<file path="config.mk">
export PLATFORM = sky130hd
export DESIGN_NAME = lin_node_config_diagnostics
export DESIGN_NICKNAME = d
export VERILOG_FILES = /design/src/lin_diag_pkg.sv /design/src/lin_node_config_diagnostics.sv
export SDC_FILE = /design/constraint.sdc
export NUM_CORES = 1
export LEC_CHECK = 0
export ABC_AREA = 1
export BUFFER_PORTS_ARGS = -buffer_cell sky130_fd_sc_hd__buf_2
export CAP_MARGIN = 20
export CORE_MARGIN = 5
export CORE_UTILIZATION = 35
export CTS_CLUSTER_DIAMETER = 40
export DETAILED_ROUTE_END_ITERATION = 10
export PLACE_DENSITY = 0.64
export REMOVE_ABC_BUFFERS = 1
export SYNTH_ARGS = -nofsm -noshare
export SYNTH_HDL_FRONTEND = slang
export SYNTH_SLANG_ARGS = --single-unit
export TNS_END_PERCENT = 50
</file>
<file path="constraint.sdc">
create_clock -name core_clk -period 8.63 [get_ports core_clk]
set_input_delay 0.4315 -clock core_clk [delete_from_list [all_inputs] [get_ports core_clk]]
set_output_delay 0.4315 -clock core_clk [all_outputs]
set_load 0.01 [all_outputs]
</file>
<file path="src/lin_diag_pkg.sv">
// Purpose: Shared constants and types for the LIN node configuration diagnostic interpreter.
// Assumes: Byte values are those carried in LIN diagnostic frames, eight bits each.
// Notes: Every frame code, offset and signal-frame PID reset value used by the design is named here once.
package lin_diag_pkg;

    // ********************************************************
    // Compatibility modes
    // ********************************************************
    typedef enum logic [1:0] {
        COMPAT_13 = 2'b00,
        COMPAT_20 = 2'b01,
        COMPAT_21 = 2'b10
    } compat_e;

    // ********************************************************
    // Response kinds
    // ********************************************************
    typedef enum logic [2:0] {
        RK_NONE     = 3'b000,
        RK_AFI_POS  = 3'b001,
        RK_NEG      = 3'b010,
        RK_RBI_PROD = 3'b011,
        RK_RBI_SER  = 3'b100,
        RK_RBI_NVM  = 3'b101,
        RK_SAVE_POS = 3'b110
    } resp_kind_e;

    // ********************************************************
    // Frame identifiers and byte codes
    // ********************************************************
    localparam logic [7:0] PID_MASTER_REQ = 8'h3C;
    localparam logic [7:0] PID_SLAVE_RESP = 8'h7D;
    localparam logic [7:0] NAD_FUNC_OFFSET = 8'h80;
    localparam logic [7:0] FILL_BYTE = 8'hFF;

    localparam logic [7:0] SID_ASSIGN_FRAME_ID = 8'hB1;
    localparam logic [7:0] SID_READ_BY_ID = 8'hB2;
    localparam logic [7:0] SID_DATA_DUMP = 8'hB4;
    localparam logic [7:0] SID_SAVE_CONFIG = 8'hB6;
    localparam logic [7:0] SID_NODE_CFG_LO = 8'hB0;
    localparam logic [7:0] SID_NODE_CFG_HI = 8'hB7;
    localparam logic [7:0] SID_UNSUP_A_HI = 8'h21;
    localparam logic [7:0] SID_UNSUP_B_LO = 8'h23;
    localparam logic [7:0] SID_UNSUP_B_HI = 8'hAF;
    localparam logic [7:0] SID_UNSUP_C_LO = 8'hB8;

    localparam logic [7:0] RSID_ASSIGN_FRAME_ID = 8'hF1;
    localparam logic [7:0] RSID_READ_BY_ID = 8'hF2;
    localparam logic [7:0] RSID_SAVE_CONFIG = 8'hF6;
    localparam logic [7:0] RSID_NEGATIVE = 8'h7F;

    localparam logic [7:0] PCI_AFI_REQ = 8'h06;
    localparam logic [7:0] PCI_SAVE_REQ = 8'h01;
    localparam logic [7:0] PCI_POS_SHORT = 8'h01;
    localparam logic [7:0] PCI_NEG = 8'h03;
    localparam logic [7:0] PCI_RBI_PROD = 8'h06;
    localparam logic [7:0] PCI_RBI_SER = 8'h05;
    localparam logic [7:0] PCI_RBI_NVM = 8'h03;

    localparam logic [7:0] ERR_NOT_SUPPORTED = 8'h11;
    localparam logic [7:0] ERR_OUT_OF_RANGE = 8'h12;
    localparam logic [7:0] ERR_UNKNOWN_SID = 8'h13;

    localparam logic [7:0] RBI_ID_PRODUCT = 8'h00;
    localparam logic [7:0] RBI_ID_SERIAL = 8'h01;
    localparam logic [7:0] RBI_ID_NVM_NODE = 8'h21;

    localparam logic [15:0] FUNC_ID_LEGACY = 16'h0001;
    localparam logic [15:0] MSG_ID_LAST = 16'h0004;

    // ********************************************************
    // Reset values of the configurable signal-frame PIDs
    // ********************************************************
    localparam logic [7:0] RST_STATUS_ONE_PID = 8'h00;
    localparam logic [7:0] RST_STATUS_TWO_PID = 8'h00;
    localparam logic [7:0] RST_STATUS_THREE_PID = 8'h00;
    localparam logic [7:0] RST_SELF_CHECK_PID = 8'h00;

endpackage

</file>
<file path="src/lin_node_config_diagnostics.sv">
// Purpose: Slave-side interpreter of LIN node configuration diagnostic requests.
// Assumes: A frame decoder on core_clk presents each complete request and each header.
// Notes: Responses are held until the next slave response header collects them or a newer response replaces them.
`timescale 1ns/1ps

module lin_node_config_diagnostics (
    input wire logic core_clk,
    input wire logic resetn,

    // Node configuration.
    input wire logic [1:0] compat_mode,
    input wire logic [7:0] cfg_nad,
    input wire logic [15:0] supplier_id,
    input wire logic [15:0] function_id,
    input wire logic [7:0] variant_id,
    input wire logic [31:0] serial_number,
    input wire logic [7:0] stored_nad,
    input wire logic [7:0] stored_status_pid,

    // Received request frame, one-cycle strobe with its bytes.
    input wire logic req_valid,
    input wire logic [7:0] req_pid,
    input wire logic [7:0] req_nad,
    input wire logic [7:0] req_pci,
    input wire logic [7:0] req_sid,
    input wire logic [7:0] req_data1,
    input wire logic [7:0] req_data2,
    input wire logic [7:0] req_data3,
    input wire logic [7:0] req_data4,
    input wire logic [7:0] req_data5,

    // Received header, one-cycle strobe.
    input wire logic hdr_valid,
    input wire logic [7:0] hdr_pid,

    // Response frame handed to the transmitter.
    output logic resp_valid,
    output logic resp_pending,
    output logic [7:0] resp_nad,
    output logic [7:0] resp_pci,
    output logic [7:0] resp_rsid,
    output logic [7:0] resp_data1,
    output logic [7:0] resp_data2,
    output logic [7:0] resp_data3,
    output logic [7:0] resp_data4,
    output logic [7:0] resp_data5,

    // Configurable signal-frame PIDs.
    output logic [7:0] status_frame_one_pid,
    output logic [7:0] status_frame_two_pid,
    output logic [7:0] status_frame_three_pid,
    output logic [7:0] self_check_frame_pid,

    // Nonvolatile memory requests, one-cycle pulses.
    output logic nvm_pid_store,
    output logic nvm_config_save
);

    // ********************************************************
    // Functions
    // ********************************************************

    // A frame slot number 1 to 4 is valid; 0 and anything above are not.
    function automatic logic slot_valid(input logic [15:0] slot);
        slot_valid = (slot != 16'h0000) && (slot <= lin_diag_pkg::MSG_ID_LAST);
    endfunction

    function automatic logic in_range(input logic [7:0] v, input logic [7:0] lo,
                                      input logic [7:0] hi);
        in_range = (v >= lo) && (v <= hi);
    endfunction

    // ********************************************************
    // Reset release
    // ********************************************************
    logic rst_sync1_q;
    logic rst_sync2_q;
    wire rst_n = rst_sync2_q;

    always_ff @(posedge core_clk or negedge resetn) begin
        if (!resetn) begin
            rst_sync1_q <= 1'b0;
            rst_sync2_q <= 1'b0;
        end else begin
            rst_sync1_q <= 1'b1;
            rst_sync2_q <= rst_sync1_q;
        end
    end

    // ********************************************************
    // Request qualification
    // ********************************************************
    wire req_take = req_valid && (req_pid == lin_diag_pkg::PID_MASTER_REQ);
    wire hdr_take = hdr_valid && (hdr_pid == lin_diag_pkg::PID_SLAVE_RESP);
    wire [7:0] nad_func = 8'(cfg_nad + lin_diag_pkg::NAD_FUNC_OFFSET);
    wire nad_match = (req_nad == cfg_nad);
    wire nad_func_match = (req_nad == nad_func);
    wire mode_13 = (compat_mode == lin_diag_pkg::COMPAT_13);
    wire mode_20 = (compat_mode == lin_diag_pkg::COMPAT_20);
    wire mode_21 = (compat_mode == lin_diag_pkg::COMPAT_21);
    wire legacy_fid = (function_id == lin_diag_pkg::FUNC_ID_LEGACY);
    wire [15:0] msg_id = {req_data4, req_data3};
    wire [15:0] req_supplier = {req_data2, req_data1};

    wire sid_afi = (req_sid == lin_diag_pkg::SID_ASSIGN_FRAME_ID);
    wire sid_rbi = (req_sid == lin_diag_pkg::SID_READ_BY_ID);
    wire sid_dump = (req_sid == lin_diag_pkg::SID_DATA_DUMP);
    wire sid_save = (req_sid == lin_diag_pkg::SID_SAVE_CONFIG);
    wire sid_node_cfg = in_range(req_sid, lin_diag_pkg::SID_NODE_CFG_LO,
                                 lin_diag_pkg::SID_NODE_CFG_HI);
    wire sid_unsup = (req_sid <= lin_diag_pkg::SID_UNSUP_A_HI)
        || in_range(req_sid, lin_diag_pkg::SID_UNSUP_B_LO, lin_diag_pkg::SID_UNSUP_B_HI)
        || (req_sid >= lin_diag_pkg::SID_UNSUP_C_LO);

    // ********************************************************
    // Service decode
    // ********************************************************

    // Assignment succeeds for a well-formed 2.0-mode request naming this supplier and a valid slot.
    wire afi_req = req_take && nad_match && sid_afi && mode_20
        && (req_pci == lin_diag_pkg::PCI_AFI_REQ);
    wire afi_ok = (req_supplier == supplier_id) && slot_valid(msg_id);
    wire afi_commit = afi_req && afi_ok;

    wire rbi_req = req_take && nad_match && sid_rbi && (mode_20 || mode_21);
    wire dump_req = req_take && nad_match && sid_dump && !mode_13;
    wire save_req = req_take && nad_match && sid_save && !mode_13
        && (req_pci == lin_diag_pkg::PCI_SAVE_REQ);
    wire save_refuse = mode_20 && legacy_fid;

    // Unknown services: silent on the configured NAD except the legacy case.
    wire unk_cfg = req_take && nad_match && sid_unsup && mode_20 && legacy_fid;
    wire unk_func = req_take && nad_func_match && !sid_node_cfg;

    lin_diag_pkg::resp_kind_e kind;
    logic [7:0] neg_sid;
    logic [7:0] neg_code;

    always_comb begin
        kind = lin_diag_pkg::RK_NONE;
        neg_sid = req_sid;
        neg_code = lin_diag_pkg::ERR_UNKNOWN_SID;
        if (afi_req) begin
            if (afi_ok) begin
                kind = lin_diag_pkg::RK_AFI_POS;
            end else begin
                kind = lin_diag_pkg::RK_NEG;
                neg_code = lin_diag_pkg::ERR_OUT_OF_RANGE;
            end
        end else if (rbi_req) begin
            case (req_data1)
                lin_diag_pkg::RBI_ID_PRODUCT: kind = lin_diag_pkg::RK_RBI_PROD;
                lin_diag_pkg::RBI_ID_SERIAL: kind = lin_diag_pkg::RK_RBI_SER;
                lin_diag_pkg::RBI_ID_NVM_NODE: kind = lin_diag_pkg::RK_RBI_NVM;
                default: begin
                    kind = lin_diag_pkg::RK_NEG;
                    neg_code = lin_diag_pkg::ERR_OUT_OF_RANGE;
                end
            endcase
        end else if (dump_req) begin
            kind = lin_diag_pkg::RK_NEG;
            neg_code = lin_diag_pkg::ERR_NOT_SUPPORTED;
        end else if (save_req) begin
            if (save_refuse) begin
                kind = lin_diag_pkg::RK_NEG;
                neg_code = lin_diag_pkg::ERR_NOT_SUPPORTED;
            end else begin
                kind = lin_diag_pkg::RK_SAVE_POS;
            end
        end else if (unk_cfg || unk_func) begin
            kind = lin_diag_pkg::RK_NEG;
        end
    end

    // ********************************************************
    // Response assembly
    // ********************************************************
    logic [7:0] new_pci;
    logic [7:0] new_rsid;
    logic [7:0] new_d1;
    logic [7:0] new_d2;
    logic [7:0] new_d3;
    logic [7:0] new_d4;
    logic [7:0] new_d5;

    always_comb begin
        new_pci = lin_diag_pkg::PCI_POS_SHORT;
        new_rsid = lin_diag_pkg::FILL_BYTE;
        new_d1 = lin_diag_pkg::FILL_BYTE;
        new_d2 = lin_diag_pkg::FILL_BYTE;
        new_d3 = lin_diag_pkg::FILL_BYTE;
        new_d4 = lin_diag_pkg::FILL_BYTE;
        new_d5 = lin_diag_pkg::FILL_BYTE;
        case (kind)
            lin_diag_pkg::RK_AFI_POS: new_rsid = lin_diag_pkg::RSID_ASSIGN_FRAME_ID;
            lin_diag_pkg::RK_SAVE_POS: new_rsid = lin_diag_pkg::RSID_SAVE_CONFIG;
            lin_diag_pkg::RK_NEG: begin
                new_pci = lin_diag_pkg::PCI_NEG;
                new_rsid = lin_diag_pkg::RSID_NEGATIVE;
                new_d1 = neg_sid;
                new_d2 = neg_code;
            end
            lin_diag_pkg::RK_RBI_PROD: begin
                new_pci = lin_diag_pkg::PCI_RBI_PROD;
                new_rsid = lin_diag_pkg::RSID_READ_BY_ID;
                new_d1 = supplier_id[7:0];
                new_d2 = supplier_id[15:8];
                new_d3 = function_id[7:0];
                new_d4 = function_id[15:8];
                new_d5 = variant_id;
            end
            lin_diag_pkg::RK_RBI_SER: begin
                new_pci = lin_diag_pkg::PCI_RBI_SER;
                new_rsid = lin_diag_pkg::RSID_READ_BY_ID;
                new_d1 = serial_number[7:0];
                new_d2 = serial_number[15:8];
                new_d3 = serial_number[23:16];
                new_d4 = serial_number[31:24];
            end
            lin_diag_pkg::RK_RBI_NVM: begin
                new_pci = lin_diag_pkg::PCI_RBI_NVM;
                new_rsid = lin_diag_pkg::RSID_READ_BY_ID;
                new_d1 = stored_nad;
                new_d2 = stored_status_pid;
            end
            default: new_pci = lin_diag_pkg::PCI_POS_SHORT;
        endcase
    end

    wire new_resp = (kind != lin_diag_pkg::RK_NONE);

    // ********************************************************
    // Pending response buffer
    // ********************************************************
    logic pend_q;
    logic [7:0] pend_nad_q;
    logic [7:0] pend_pci_q;
    logic [7:0] pend_rsid_q;
    logic [7:0] pend_d1_q;
    logic [7:0] pend_d2_q;
    logic [7:0] pend_d3_q;
    logic [7:0] pend_d4_q;
    logic [7:0] pend_d5_q;

    // A request arriving with a header hands out the old response and keeps the new one.
    wire send_now = hdr_take && pend_q;
    wire pend_d = new_resp || (pend_q && !hdr_take);

    always_ff @(posedge core_clk or negedge rst_n) begin
        if (!rst_n) begin
            pend_q <= 1'b0;
        end else begin
            pend_q <= pend_d;
        end
    end

    always_ff @(posedge core_clk or negedge rst_n) begin
        if (!rst_n) begin
            pend_nad_q <= 8'h00;
            pend_pci_q <= 8'h00;
            pend_rsid_q <= 8'h00;
            pend_d1_q <= 8'h00;
            pend_d2_q <= 8'h00;
            pend_d3_q <= 8'h00;
            pend_d4_q <= 8'h00;
            pend_d5_q <= 8'h00;
        end else if (new_resp) begin
            pend_nad_q <= req_nad;
            pend_pci_q <= new_pci;
            pend_rsid_q <= new_rsid;
            pend_d1_q <= new_d1;
            pend_d2_q <= new_d2;
            pend_d3_q <= new_d3;
            pend_d4_q <= new_d4;
            pend_d5_q <= new_d5;
        end
    end

    // ********************************************************
    // Response output
    // ********************************************************
    always_ff @(posedge core_clk or negedge rst_n) begin
        if (!rst_n) begin
            resp_valid <= 1'b0;
            resp_nad <= 8'h00;
            resp_pci <= 8'h00;
            resp_rsid <= 8'h00;
            resp_data1 <= 8'h00;
            resp_data2 <= 8'h00;
            resp_data3 <= 8'h00;
            resp_data4 <= 8'h00;
            resp_data5 <= 8'h00;
        end else begin
            resp_valid <= send_now;
            if (send_now) begin
                resp_nad <= pend_nad_q;
                resp_pci <= pend_pci_q;
                resp_rsid <= pend_rsid_q;
                resp_data1 <= pend_d1_q;
                resp_data2 <= pend_d2_q;
                resp_data3 <= pend_d3_q;
                resp_data4 <= pend_d4_q;
                resp_data5 <= pend_d5_q;
            end
        end
    end

    assign resp_pending = pend_q;

    // ********************************************************
    // Signal-frame PIDs and nonvolatile requests
    // ********************************************************
    wire [7:0] new_pid = req_data5;

    always_ff @(posedge core_clk or negedge rst_n) begin
        if (!rst_n) begin
            status_frame_one_pid <= lin_diag_pkg::RST_STATUS_ONE_PID;
            status_frame_two_pid <= lin_diag_pkg::RST_STATUS_TWO_PID;
            status_frame_three_pid <= lin_diag_pkg::RST_STATUS_THREE_PID;
            self_check_frame_pid <= lin_diag_pkg::RST_SELF_CHECK_PID;
        end else if (afi_commit) begin
            case (msg_id[2:0])
                3'h1: status_frame_one_pid <= new_pid;
                3'h2: status_frame_two_pid <= new_pid;
                3'h3: status_frame_three_pid <= new_pid;
                3'h4: self_check_frame_pid <= new_pid;
                default: status_frame_one_pid <= status_frame_one_pid;
            endcase
        end
    end

    always_ff @(posedge core_clk or negedge rst_n) begin
        if (!rst_n) begin
            nvm_pid_store <= 1'b0;
            nvm_config_save <= 1'b0;
        end else begin
            nvm_pid_store <= afi_commit;
            nvm_config_save <= save_req && !save_refuse;
        end
    end

endmodule

</file>
==> results of run 1 <==
-- layer usage --
layer	GRT usage, %	share of wire, %	up-vias
li1	-	-	3933
met1	24.8	45	3513
met2	32.4	49	203
met3	3.93	5.1	20
met4	4.03	0.86	2
met5	0	0.052	-
-- power by group through the flow --
stage               combinational, mW  sequential [mW]  clock, mW
floorplan                      0.0471            0.753          0
global placement                0.128            0.747          0
detailed placement              0.137            0.742          0
CTS                             0.138            0.729      0.827
global route                    0.154            0.730      0.854
finish                          0.136            0.729      0.807
-- cell families after synthesis --
| logic type | after synthesis | synth area share, % |
|---|---|---|
| xor+xnor | 4 | 0.440 |
| buf+inv | 175 | 9.29 |
| simple gates | 648 | 34.3 |
| flops | 152 | 47.8 |
| fa+ha+maj | 2 | 0.314 |
| other cells | 2 | 0.0943 |
| compound gates | 117 | 7.75 |
-- cells in the mapped netlist, types with 3 or more instances --
| cell | instances |
|---|---|
| nand2_1 | 396 |
| dfrtp_1 | 152 |
| nor2_1 | 126 |
| inv_1 | 122 |
| o21ai_0 | 70 |
| nand3_1 | 66 |
| a21oi_1 | 23 |
| nand4_1 | 16 |
| clkbuf_1 | 15 |
| buf_4 | 13 |
| inv_2 | 11 |
| o21ai_1 | 11 |
| nor3_1 | 10 |
| nor2_4 | 9 |
| buf_2 | 8 |
| nand2_2 | 7 |
| a22oi_1 | 6 |
| nor2_2 | 6 |
| xnor2_1 | 4 |
| buf_6 | 3 |
-- worst max-delay path, delay by kind of cell --
family | cells | cell delay (ns)
compound gates | 1 | 0.18
xor+xnor | 1 | 0.20
buf+inv | 3 | 0.38
simple gates | 8 | 2.24
-- stage by stage --
step | cells | area, um2 | utilization [%] | hold WS [ns]
2_1_floorplan | 1063 | 7740 | - | 0.136
3_3_place_gp | 1627 | 9510 | 42.3 | 0.218
3_5_place_dp | 1629 | 9560 | 42.5 | 0.226
4_1_cts | 1660 | 10200 | 45.4 | 0.241
5_1_grt | 1661 | 10200 | 45.4 | 0.256
6_report | 1661 | 10200 | 45.4 | 0.252
-- path summary, 6_finish.rpt --
check                                start                         to  slack (ns)
worst max register to register       rst_n               pend_d2_q[0]        6.86
worst min-delay path                 rst_n  status_frame_three_pid[3]        0.25
worst max-delay path            cfg_nad[4]             pend_rsid_q[0]        5.48
min in group core_clk           req_nad[4]              pend_nad_q[4]        0.25
worst min register to register       rst_n  status_frame_three_pid[3]        0.25
max in group asynchronous            rst_n               pend_d2_q[0]        6.86
-- layout make-up --
type                            instances  area (um2)
Clock buffer                           18         439
Inverter                              134         503
Tap cell                              285         357
Multi-Input combinational cell        777        3440
Clock inverter                         12         201
Antenna cell                            1        2.50
Fill cell                            2323       12300
Timing Repair Buffer                  282        1470
Sequential cell                       152        3810
-- repair_timing --
item	CTS	global route
hold buffers	1	0
hold endpoints to repair	2	0
endpoints found under the setup margin	0	0
==> reports/qor.yml, run 1 <==
run_status:
  outcome: "completed"
worst_setup_path:
  crit_slowest_cell: "nor2_2"
  end_kind: "register"
  path_class: "primary input to register"
  cp.required_ns: 8.93
  critPathMaxFanout: 24
  reg2reg_depth: 2
  cp-start-kind: "primary input"
  worstPathArrival_ns: 3.46
  slowest_delay_ns: 0.90
  cp_cell_sequence: "buf_2 > xnor2_1 > nand2_1 > nor2_4 > nand3_4 > nor2_4 > nor2_2 > nand2_1 > nand2_2 > nor2_2 > inv_2 > o22ai_1 > inv_1"
floorplan:
  coreArea_um2: 22500
  die_w_um: 161
  rows: 55
  io_pins: 282
  die_area_um2: 25900
  die_h_um: 161
  start_util_pct: 35.4
drt:
  dr.first_iter.drc_count: 463
  ant_nets: 0
  vias: 7671
  routedWlPerCell_um: 15.1
  wl_um: 25000
  viasPerCell: 4.62
  first_pass_iters: 5
  remaining_drc_errors: 0
power_and_ir_drop:
  p_per_area_nw_per_um2: 164
  comb_power_share_pct: 8.1
  p_leak_nw: 6.06
  internal_power_mw: 1.30
  switching_share_pct: 22.5
  switching_power_mw: 0.376
  p_total_mw: 1.67
  seqPwrFrac_pct: 43.6
  ir_worst_vdd_v: 0.000128
  clockPowerShare_pct: 48.3
synthesis:
  synth_async_sr_flop_share_pct: 100
  yosysTopAreaCell: "dfrtp_1"
  avgSynthCellArea_um2: 7.24
  syn_inst: 1100
  yosys_warnings: 0
  synth.top_cells.by_area: "dfrtp_1, nand2_1, nor2_1"
  seq_area_frac_synth_pct: 47.8
  synth_ff_type: "dfrtp_1"
  synth_top_area_share_pct: 47.8
  synth_edf_count: 0
  ys_seq_elements: 152
  yosys.cell_types.count: 39
  synth_area_um2: 7960
place:
  dpl_worst_slack_ns: 5.03
  io_buffers: 276
  place_hpwl_um: 19300
  gp_congestion: 0.853
cts:
  cts_tree: "yes"
  clockBufferDepth: 2
  clk_latency_ns: 0.41
  postCtsSetupBuffers: 0
  cts_num_sinks: 152
  cts_buffers: 17
  cts-root-buf: "clkbuf_16"
  ctsResizeCount: 0
  htreeDepth: 4
  clkSlewWorstSetupHoldPaths_ns: 0.06
global_routing:
  grt.overflow.total: 0
  grt_pass1_wl_um: 39400
  antenna_found_initial: 2
  grt_usage_pct: 18.9
  grt_pass1_vias: 7581
  grt_max_degree: 78
timing:
  rsz0062_at_grt: "no"
  relSlewSlack_pct: 29.8
  slew_violations: 0
  final_hold_viol_count: 0
  setup_violations: 0
  fin_tns_setup_ns: 0
  min_period_ns: 3.15
  tightest_slew_ns: 1.05
  finClkSkew_ns: 0.00823
  min_period_over_period_pct: 36.5
  setup_slack_ns: 5.48
  max_freq_mhz: 317
run:
  maxCapViolations: 0
hold_path:
  worstHoldPathType: "register to asynchronous set/reset pin"
cells_and_area:
  nNetsFinal: 1548
  drive_gt1_share_pct: 25.7
  layout_common_cells: "nand2_1, buf_2, dfrtp_1"
  synthToLayoutAreaGrowth_pct: 28.3
  final_common_cell: "nand2_1"
(Power assumes the default switching activity.)
==> run 2, diff against run 1 <==
--- a/config.mk
+++ b/config.mk
@@ -12,7 +12,7 @@
 export CORE_UTILIZATION = 35
 export CTS_CLUSTER_DIAMETER = 40
 export DETAILED_ROUTE_END_ITERATION = 10
-export PLACE_DENSITY = 0.64
+export PLACE_DENSITY = 0.66
 export REMOVE_ABC_BUFFERS = 1
 export SYNTH_ARGS = -nofsm -noshare
 export SYNTH_HDL_FRONTEND = slang
==> constraint.sdc (replaced) <==
create_clock -name core_clk -period 2.9 [get_ports core_clk]
set_input_delay 0.145 -clock core_clk [delete_from_list [all_inputs] [get_ports core_clk]]
set_output_delay 0.145 -clock core_clk [all_outputs]
set_load 0.01 [all_outputs]
==> reports/qor.yml, run 2 (same netlist as run 1, synthesis figures left out) <==
cts:
  htreeDepth: 4  # unchanged
  clockBufferDepth: 2  # unchanged
  cts_tree: "yes"  # unchanged
  cts_num_sinks: 152  # unchanged
  cts-root-buf: "clkbuf_16"  # unchanged
  cts_buffers: 17  # unchanged
  clkSlewWorstSetupHoldPaths_ns: 0.06  # about the same
  clk_latency_ns: 0.41  # about the same
cells_and_area:
  nNetsFinal: 1574  # was 1548
  final_common_cell: "nand2_1"  # unchanged
  final_area_um2: 10300  # was 10200 um2
  drive_gt1_share_pct: 26.2  # was 25.7%
  num_antenna_cells: 0  # was 1
  synthToLayoutAreaGrowth_pct: 29.9  # was 28.3%
  layout_common_cells: "nand2_1, buf_2, dfrtp_1"  # unchanged
  utilization_pct: 46.0  # was 45.4%
floorplan:
  io_pins: 282  # unchanged
  start_util_pct: 35.4  # unchanged
  die_w_um: 161  # unchanged
  die_area_um2: 25900  # unchanged
  rows: 55  # unchanged
  coreArea_um2: 22500  # unchanged
  die_h_um: 161  # unchanged
power_and_ir_drop:
  internal_power_mw: 3.50  # was 1.30 mW
  p_leak_nw: 6.12  # was 6.06 nW
  p_per_area_nw_per_um2: 452  # was 164 nW/um2
  switching_power_mw: 1.17  # was 0.376 mW
  switching_share_pct: 25.1  # was 22.5%
  ir_worst_vdd_v: 0.000378  # was 0.000128 V
  clockPowerShare_pct: 44.5  # was 48.3%
  seqPwrFrac_pct: 46.4  # was 43.6%
  p_total_mw: 4.68  # was 1.67 mW
  comb_power_share_pct: 9.0  # was 8.1%
timing:
  min_period_ns: 2.64
  min_period_over_period_pct: 91.1
  whs_ns: 0.0334  # was 0.252 ns
  max_freq_mhz: 379
  tightest_slew_ns: 0.730  # was 1.05 ns
  finClkSkew_ns: 0.00980  # was 0.00823 ns
  rsz0062_at_grt: "no"  # unchanged
  relSlewSlack_pct: 51.2  # was 29.8%
  fin_tns_setup_ns: 0  # unchanged
  setup_violations: 0  # unchanged
  final_hold_viol_count: 0  # unchanged
  slew_violations: 0  # unchanged
place:
  place_hpwl_um: 19500  # was 19300 um
  place_area_um2: 9610  # was 9560 um2
  gp_congestion: 0.879  # was 0.853
  io_buffers: 276  # unchanged
worst_setup_path:
  worstPathArrival_ns: 2.95  # was 3.46 ns
  path_class: "primary input to register"  # unchanged
  cp.required_ns: 3.21  # was 8.93 ns
  critPathMaxFanout: 27  # was 24
  cp-start-kind: "primary input"  # unchanged
  end_kind: "register"  # unchanged
global_routing:
  grt_max_degree: 83  # was 78
  met3_usage_pct: 4.39  # was 3.93%
  grt_pass1_vias: 7648  # was 7581
  grt_usage_pct: 19.0  # was 18.9%
  grt_pass1_wl_um: 39500  # was 39400 um
  globalRouteMet1Util_pct: 25.0  # was 24.8%
  grt.overflow.total: 0  # unchanged
  antenna_found_initial: 4  # was 2
  top_usage_layer: "met2"  # unchanged
  grt.met2_usage_pct: 31.4  # was 32.4%
drt:
  viasPerCell: 4.65  # was 4.62
  remaining_drc_errors: 0  # unchanged
  wl_um: 25400  # was 25000 um
  routedWlPerCell_um: 15.0  # was 15.1 um
  first_pass_iters: 5  # unchanged
  dr.first_iter.drc_count: 463  # unchanged
  ant_nets: 0  # unchanged
  vias: 7852  # was 7671
run:
  maxCapViolations: 0  # unchanged
hold_path:
  worstHoldPathType: "primary input to register"  # was register to asynchronous set/reset pin
run_status:
  outcome: "completed"  # unchanged
-- run 2: cell types whose count changed in the layout (fill, tap and decap cells not counted), moves of 2 or more --
cell           previous run  this run
buf_4                     3        14
clkinvlp_4                2         4
clkbuf_8                  1         3
dlygate4sd3_1             1        16
bufinv_16                 5         0
buf_16                    2         0
inv_6                     0         4
-- run 2: power groups by stage --
| stage | sequential (mW) | combinational, mW | clock (mW) |
|---|---|---|---|
| after floorplan | 2.24 | 0.140 | 0 |
| after global placement | 2.21 | 0.405 | 0 |
| after detailed placement | 2.21 | 0.408 | 0 |
| after CTS | 2.17 | 0.427 | 2.13 |
| after global routing | 2.18 | 0.474 | 2.23 |
| final | 2.17 | 0.422 | 2.08 |
-- run 2: cell type report --
cell class / count / area [um2]
fillers: 2333 / 12200
flip-flops and latches: 152 / 3810
multi-input cells: 777 / 3440
repair buffers: 308 / 1680
inverters: 134 / 503
clock buffers: 21 / 470
well taps: 285 / 357
clock inverters: 11 / 87.6
-- run 2: final timing paths --
path                                   start  cells past startpoint                 endpoint  slack [ns]
worst max-delay path              req_nad[5]                     15             pend_d4_q[2]        0.26
worst min-delay path            req_data5[6]                      3  status_frame_one_pid[6]        0.03
worst max register to register  resp_pending                      6            resp_data1[7]        1.37
worst min register to register         rst_n                      0            resp_data2[5]        0.34
max in group asynchronous              rst_n                      1            resp_data3[6]        1.69
min in group asynchronous             resetn                      2                    rst_n        0.05
-- run 2: routing by layer --
layer | vias up | part of all wire (%)
met1 | 3573 | 44
met3 | 41 | 6.8
met2 | 252 | 47
met5 | - | 0.18
li1 | 3978 | -
met4 | 8 | 1.8
-- run 2: worst max-delay path: stages --
cell           delay, ns
dlygate4sd3_1       0.53
buf_2               0.14
xnor2_1             0.20
nand2_1             0.13
nor2_4              0.25
buf_4               0.23
nand3_4             0.13
nand3_1             0.13
nand3_2             0.12
nor2_4              0.16
nand2_4             0.24
nand2_4             0.27
nand3_1             0.11
o21ai_1             0.09
inv_1               0.05
-- run 2: through the flow --
step | cells | setup slack [ns]
after floorplan | 1063 | -1.65
final | 1688 | 0.259
after CTS | 1687 | 0.0360
after global placement | 1639 | 0.158
after global routing | 1688 | 0.0495
after detailed placement | 1639 | 0.0708
-- run 2: what timing repair did --
item | CTS | global route
resized for setup | 0 | 3
endpoints found under the setup margin | 0 | 38
hold endpoints to repair | 17 | 0
hold buffers | 16 | 0
buffers inserted | 0 | 1
==> run 3, diff against run 2 <==
--- a/config.mk
+++ b/config.mk
@@ -9,10 +9,10 @@
 export BUFFER_PORTS_ARGS = -buffer_cell sky130_fd_sc_hd__buf_2
 export CAP_MARGIN = 20
 export CORE_MARGIN = 5
-export CORE_UTILIZATION = 35
+export CORE_UTILIZATION = 46
 export CTS_CLUSTER_DIAMETER = 40
 export DETAILED_ROUTE_END_ITERATION = 10
-export PLACE_DENSITY = 0.66
+export PLACE_DENSITY = 0.82
 export REMOVE_ABC_BUFFERS = 1
 export SYNTH_ARGS = -nofsm -noshare
 export SYNTH_HDL_FRONTEND = slang
==> reports/qor.yml, run 3 (same netlist as run 1, synthesis figures left out) <==
global_routing:
  grt_usage_pct: 24.1  # was 19.0%
  grt.overflow.total: 0  # unchanged
  grt_max_degree: 78  # was 83
  grt_pass1_vias: 7796  # was 7648
  grt_pass1_wl_um: 39100  # was 39500 um
  antenna_found_initial: 1  # was 4
cts:
  clkSlewWorstSetupHoldPaths_ns: 0.07  # was 0.06 ns
  cts-root-buf: "clkbuf_16"  # unchanged
  htreeDepth: 4  # unchanged
  cts_num_sinks: 152  # unchanged
  clk_latency_ns: 0.41  # about the same
  cts_buffers: 17  # unchanged
  cts_tree: "yes"  # unchanged
  clockBufferDepth: 2  # unchanged
power_and_ir_drop:
  clockPowerShare_pct: 46.7  # was 44.5%
  ir_worst_vdd_v: 0.000331  # was 0.000378 V
  internal_power_mw: 3.72  # was 3.50 mW
  comb_power_share_pct: 8.7  # was 9.0%
  p_leak_nw: 6.11  # was 6.12 nW
  switching_power_mw: 1.15  # was 1.17 mW
  p_per_area_nw_per_um2: 473  # was 452 nW/um2
  seqPwrFrac_pct: 44.7  # was 46.4%
  switching_share_pct: 23.6  # was 25.1%
worst_setup_path:
  critPathMaxFanout: 17  # was 27
  slowest_delay_ns: 0.54  # was 0.53 ns
  cp.required_ns: 3.19  # was 3.21 ns
  cp-start-kind: "primary input"  # unchanged
  worstPathArrival_ns: 2.98  # was 2.95 ns
  crit_slowest_cell: "dlygate4sd3_1"  # unchanged
  path_class: "primary input to register"  # unchanged
  cp_cell_sequence: "dlygate4sd3_1 > buf_2 > xnor2_1 > nand2_1 > nor2_4 > inv_2 > nor2_4 > o21ai_1 > nor2_2 > nand2_1 > nand2_2 > buf_4 > nand2_1 > nand2_1 > nand2_1 > nor2_1 > a21oi_1"  # was dlygate4sd3_1 > buf_2 > xnor2_1 > nand2_1 > nor2_4 > buf_4 > nand3_4 > nand3_1 > nand3_2 > nor2_4 > nand2_4 > nand2_4 > nand3_1 > o21ai_1 > inv_1
  end_kind: "register"  # unchanged
  cp_common_cell: "nand2_1"
drt:
  dr.first_iter.drc_count: 515  # was 463
  routedWlPerCell_um: 14.8  # was 15.0 um
  viasPerCell: 4.91  # was 4.65
  first_pass_iters: 5  # unchanged
  vias: 7978  # was 7852
  remaining_drc_errors: 0  # unchanged
  ant_nets: 0  # unchanged
  wl_um: 24100  # was 25400 um
cells_and_area:
  drive_gt1_share_pct: 26.0  # was 26.2%
  layout_common_cells: "nand2_1, buf_2, dfrtp_1"  # unchanged
  ff_latch_area_um2: 3810  # unchanged
  fillers: 1572  # was 2333
  final_area_um2: 10300  # about the same
  final_common_cell: "nand2_1"  # unchanged
  multi_input_area_um2: 3450  # was 3440 um2
  nNetsFinal: 1569  # was 1574
  synthToLayoutAreaGrowth_pct: 29.2  # was 29.9%
floorplan:
  rows: 48  # was 55
  die_w_um: 142  # was 161 um
  die_h_um: 142  # was 161 um
  io_pins: 282  # unchanged
  start_util_pct: 46.5  # was 35.4%
  die_area_um2: 20000  # was 25900 um2
  coreArea_um2: 17100  # was 22500 um2
timing:
  min_period_ns: 2.69  # was 2.64 ns
  final_hold_viol_count: 0  # unchanged
  max_freq_mhz: 372  # was 379 MHz
  relSlewSlack_pct: 50.4  # was 51.2%
  slew_violations: 0  # unchanged
  whs_ns: 0.0254  # was 0.0334 ns
  tightest_slew_ns: 0.744  # was 0.730 ns
  setup_slack_ns: 0.213  # was 0.259 ns
  setup_violations: 0  # unchanged
  min_period_over_period_pct: 92.6  # was 91.1%
  finClkSkew_ns: 0.00808  # was 0.00980 ns
place:
  place_hpwl_um: 18600  # was 19500 um
  io_buffers: 276  # unchanged
  place_area_um2: 9510  # was 9610 um2
  dpl_worst_slack_ns: 0.242  # was 0.0708 ns
  gp_congestion: 0.927  # was 0.879
run_status:
  outcome: "completed"  # unchanged
run:
  maxCapViolations: 0  # unchanged
hold_path:
  worstHoldPathType: "primary input to register"  # unchanged
==> run 3: worst paths after layout <==
kind | startpoint | endpoint | slack, ns | depth (start not counted)
max | req_nad[4] | pend_d1_q[6] | 0.21 | 17
min | req_nad[1] | pend_nad_q[1] | 0.03 | 3
max reg2reg | resp_pending | resp_data1[4] | 1.35 | 5
min reg2reg | rst_sync1_q | rst_n | 0.35 | 0
max in group asynchronous | rst_n | resp_data3[6] | 1.73 | 1
min in group asynchronous | resetn | rst_n | 0.05 | 2
==> run 3: area by class of cell <==
| class | instances | area share, % |
|---|---|---|
| diodes | 2 | 0.0487 |
| clock buffers | 20 | 4.34 |
| clock inverters | 12 | 1.61 |
| inverters | 134 | 4.89 |
| multi-input cells | 777 | 33.5 |
| flip-flops and latches | 152 | 37.0 |
| well taps | 225 | 2.74 |
| repair buffers | 303 | 15.8 |
==> run 3: repair_timing <==
action / in CTS / in global routing
hold buffers: 12 / 1
endpoints found under the setup margin: 0 / 20
endpoints found under the hold margin: 13 / 1
gates resized for setup: 0 / 2
buffers inserted: 0 / 3
==> run 3: per-stage QoR <==
step | setup TNS [ns] | util [%] | power (mW) | cells
CTS | 0 | 59.8 | 4.90 | 1619
detailed placement | 0 | 55.5 | 2.62 | 1575
floorplan | -247.31 | - | 2.38 | 1063
global route | -0.0821 | 60.1 | 5.06 | 1624
finish | 0 | 60.1 | 4.87 | 1625
global placement | 0 | 55.5 | 2.61 | 1575
==> run 3: worst max-delay path, delay by kind of cell <==
| family | cells | cell delay (ns) |
|---|---|---|
| AOI/OAI and AO/OA | 2 | 0.17 |
| and+or+nand+nor | 10 | 1.40 |
| buffers and inverters | 4 | 1.02 |
| xor gates and xnor gates | 1 | 0.23 |
==> run 3: layer usage <==
layer,track usage (%),wire length [um]
met1,32.1,10300
met2,39.6,11400
met5,0,0
met4,8.28,623
met3,4.72,1760
==> run 3: power groups by stage <==
stage               Sequential, mW  Combinational [mW]  Clock (mW)
floorplan                     2.24               0.140           0
global placement              2.21               0.397           0
detailed placement            2.22               0.402           0
CTS                           2.18               0.417        2.31
global route                  2.18               0.475        2.40
finish                        2.18               0.421        2.27
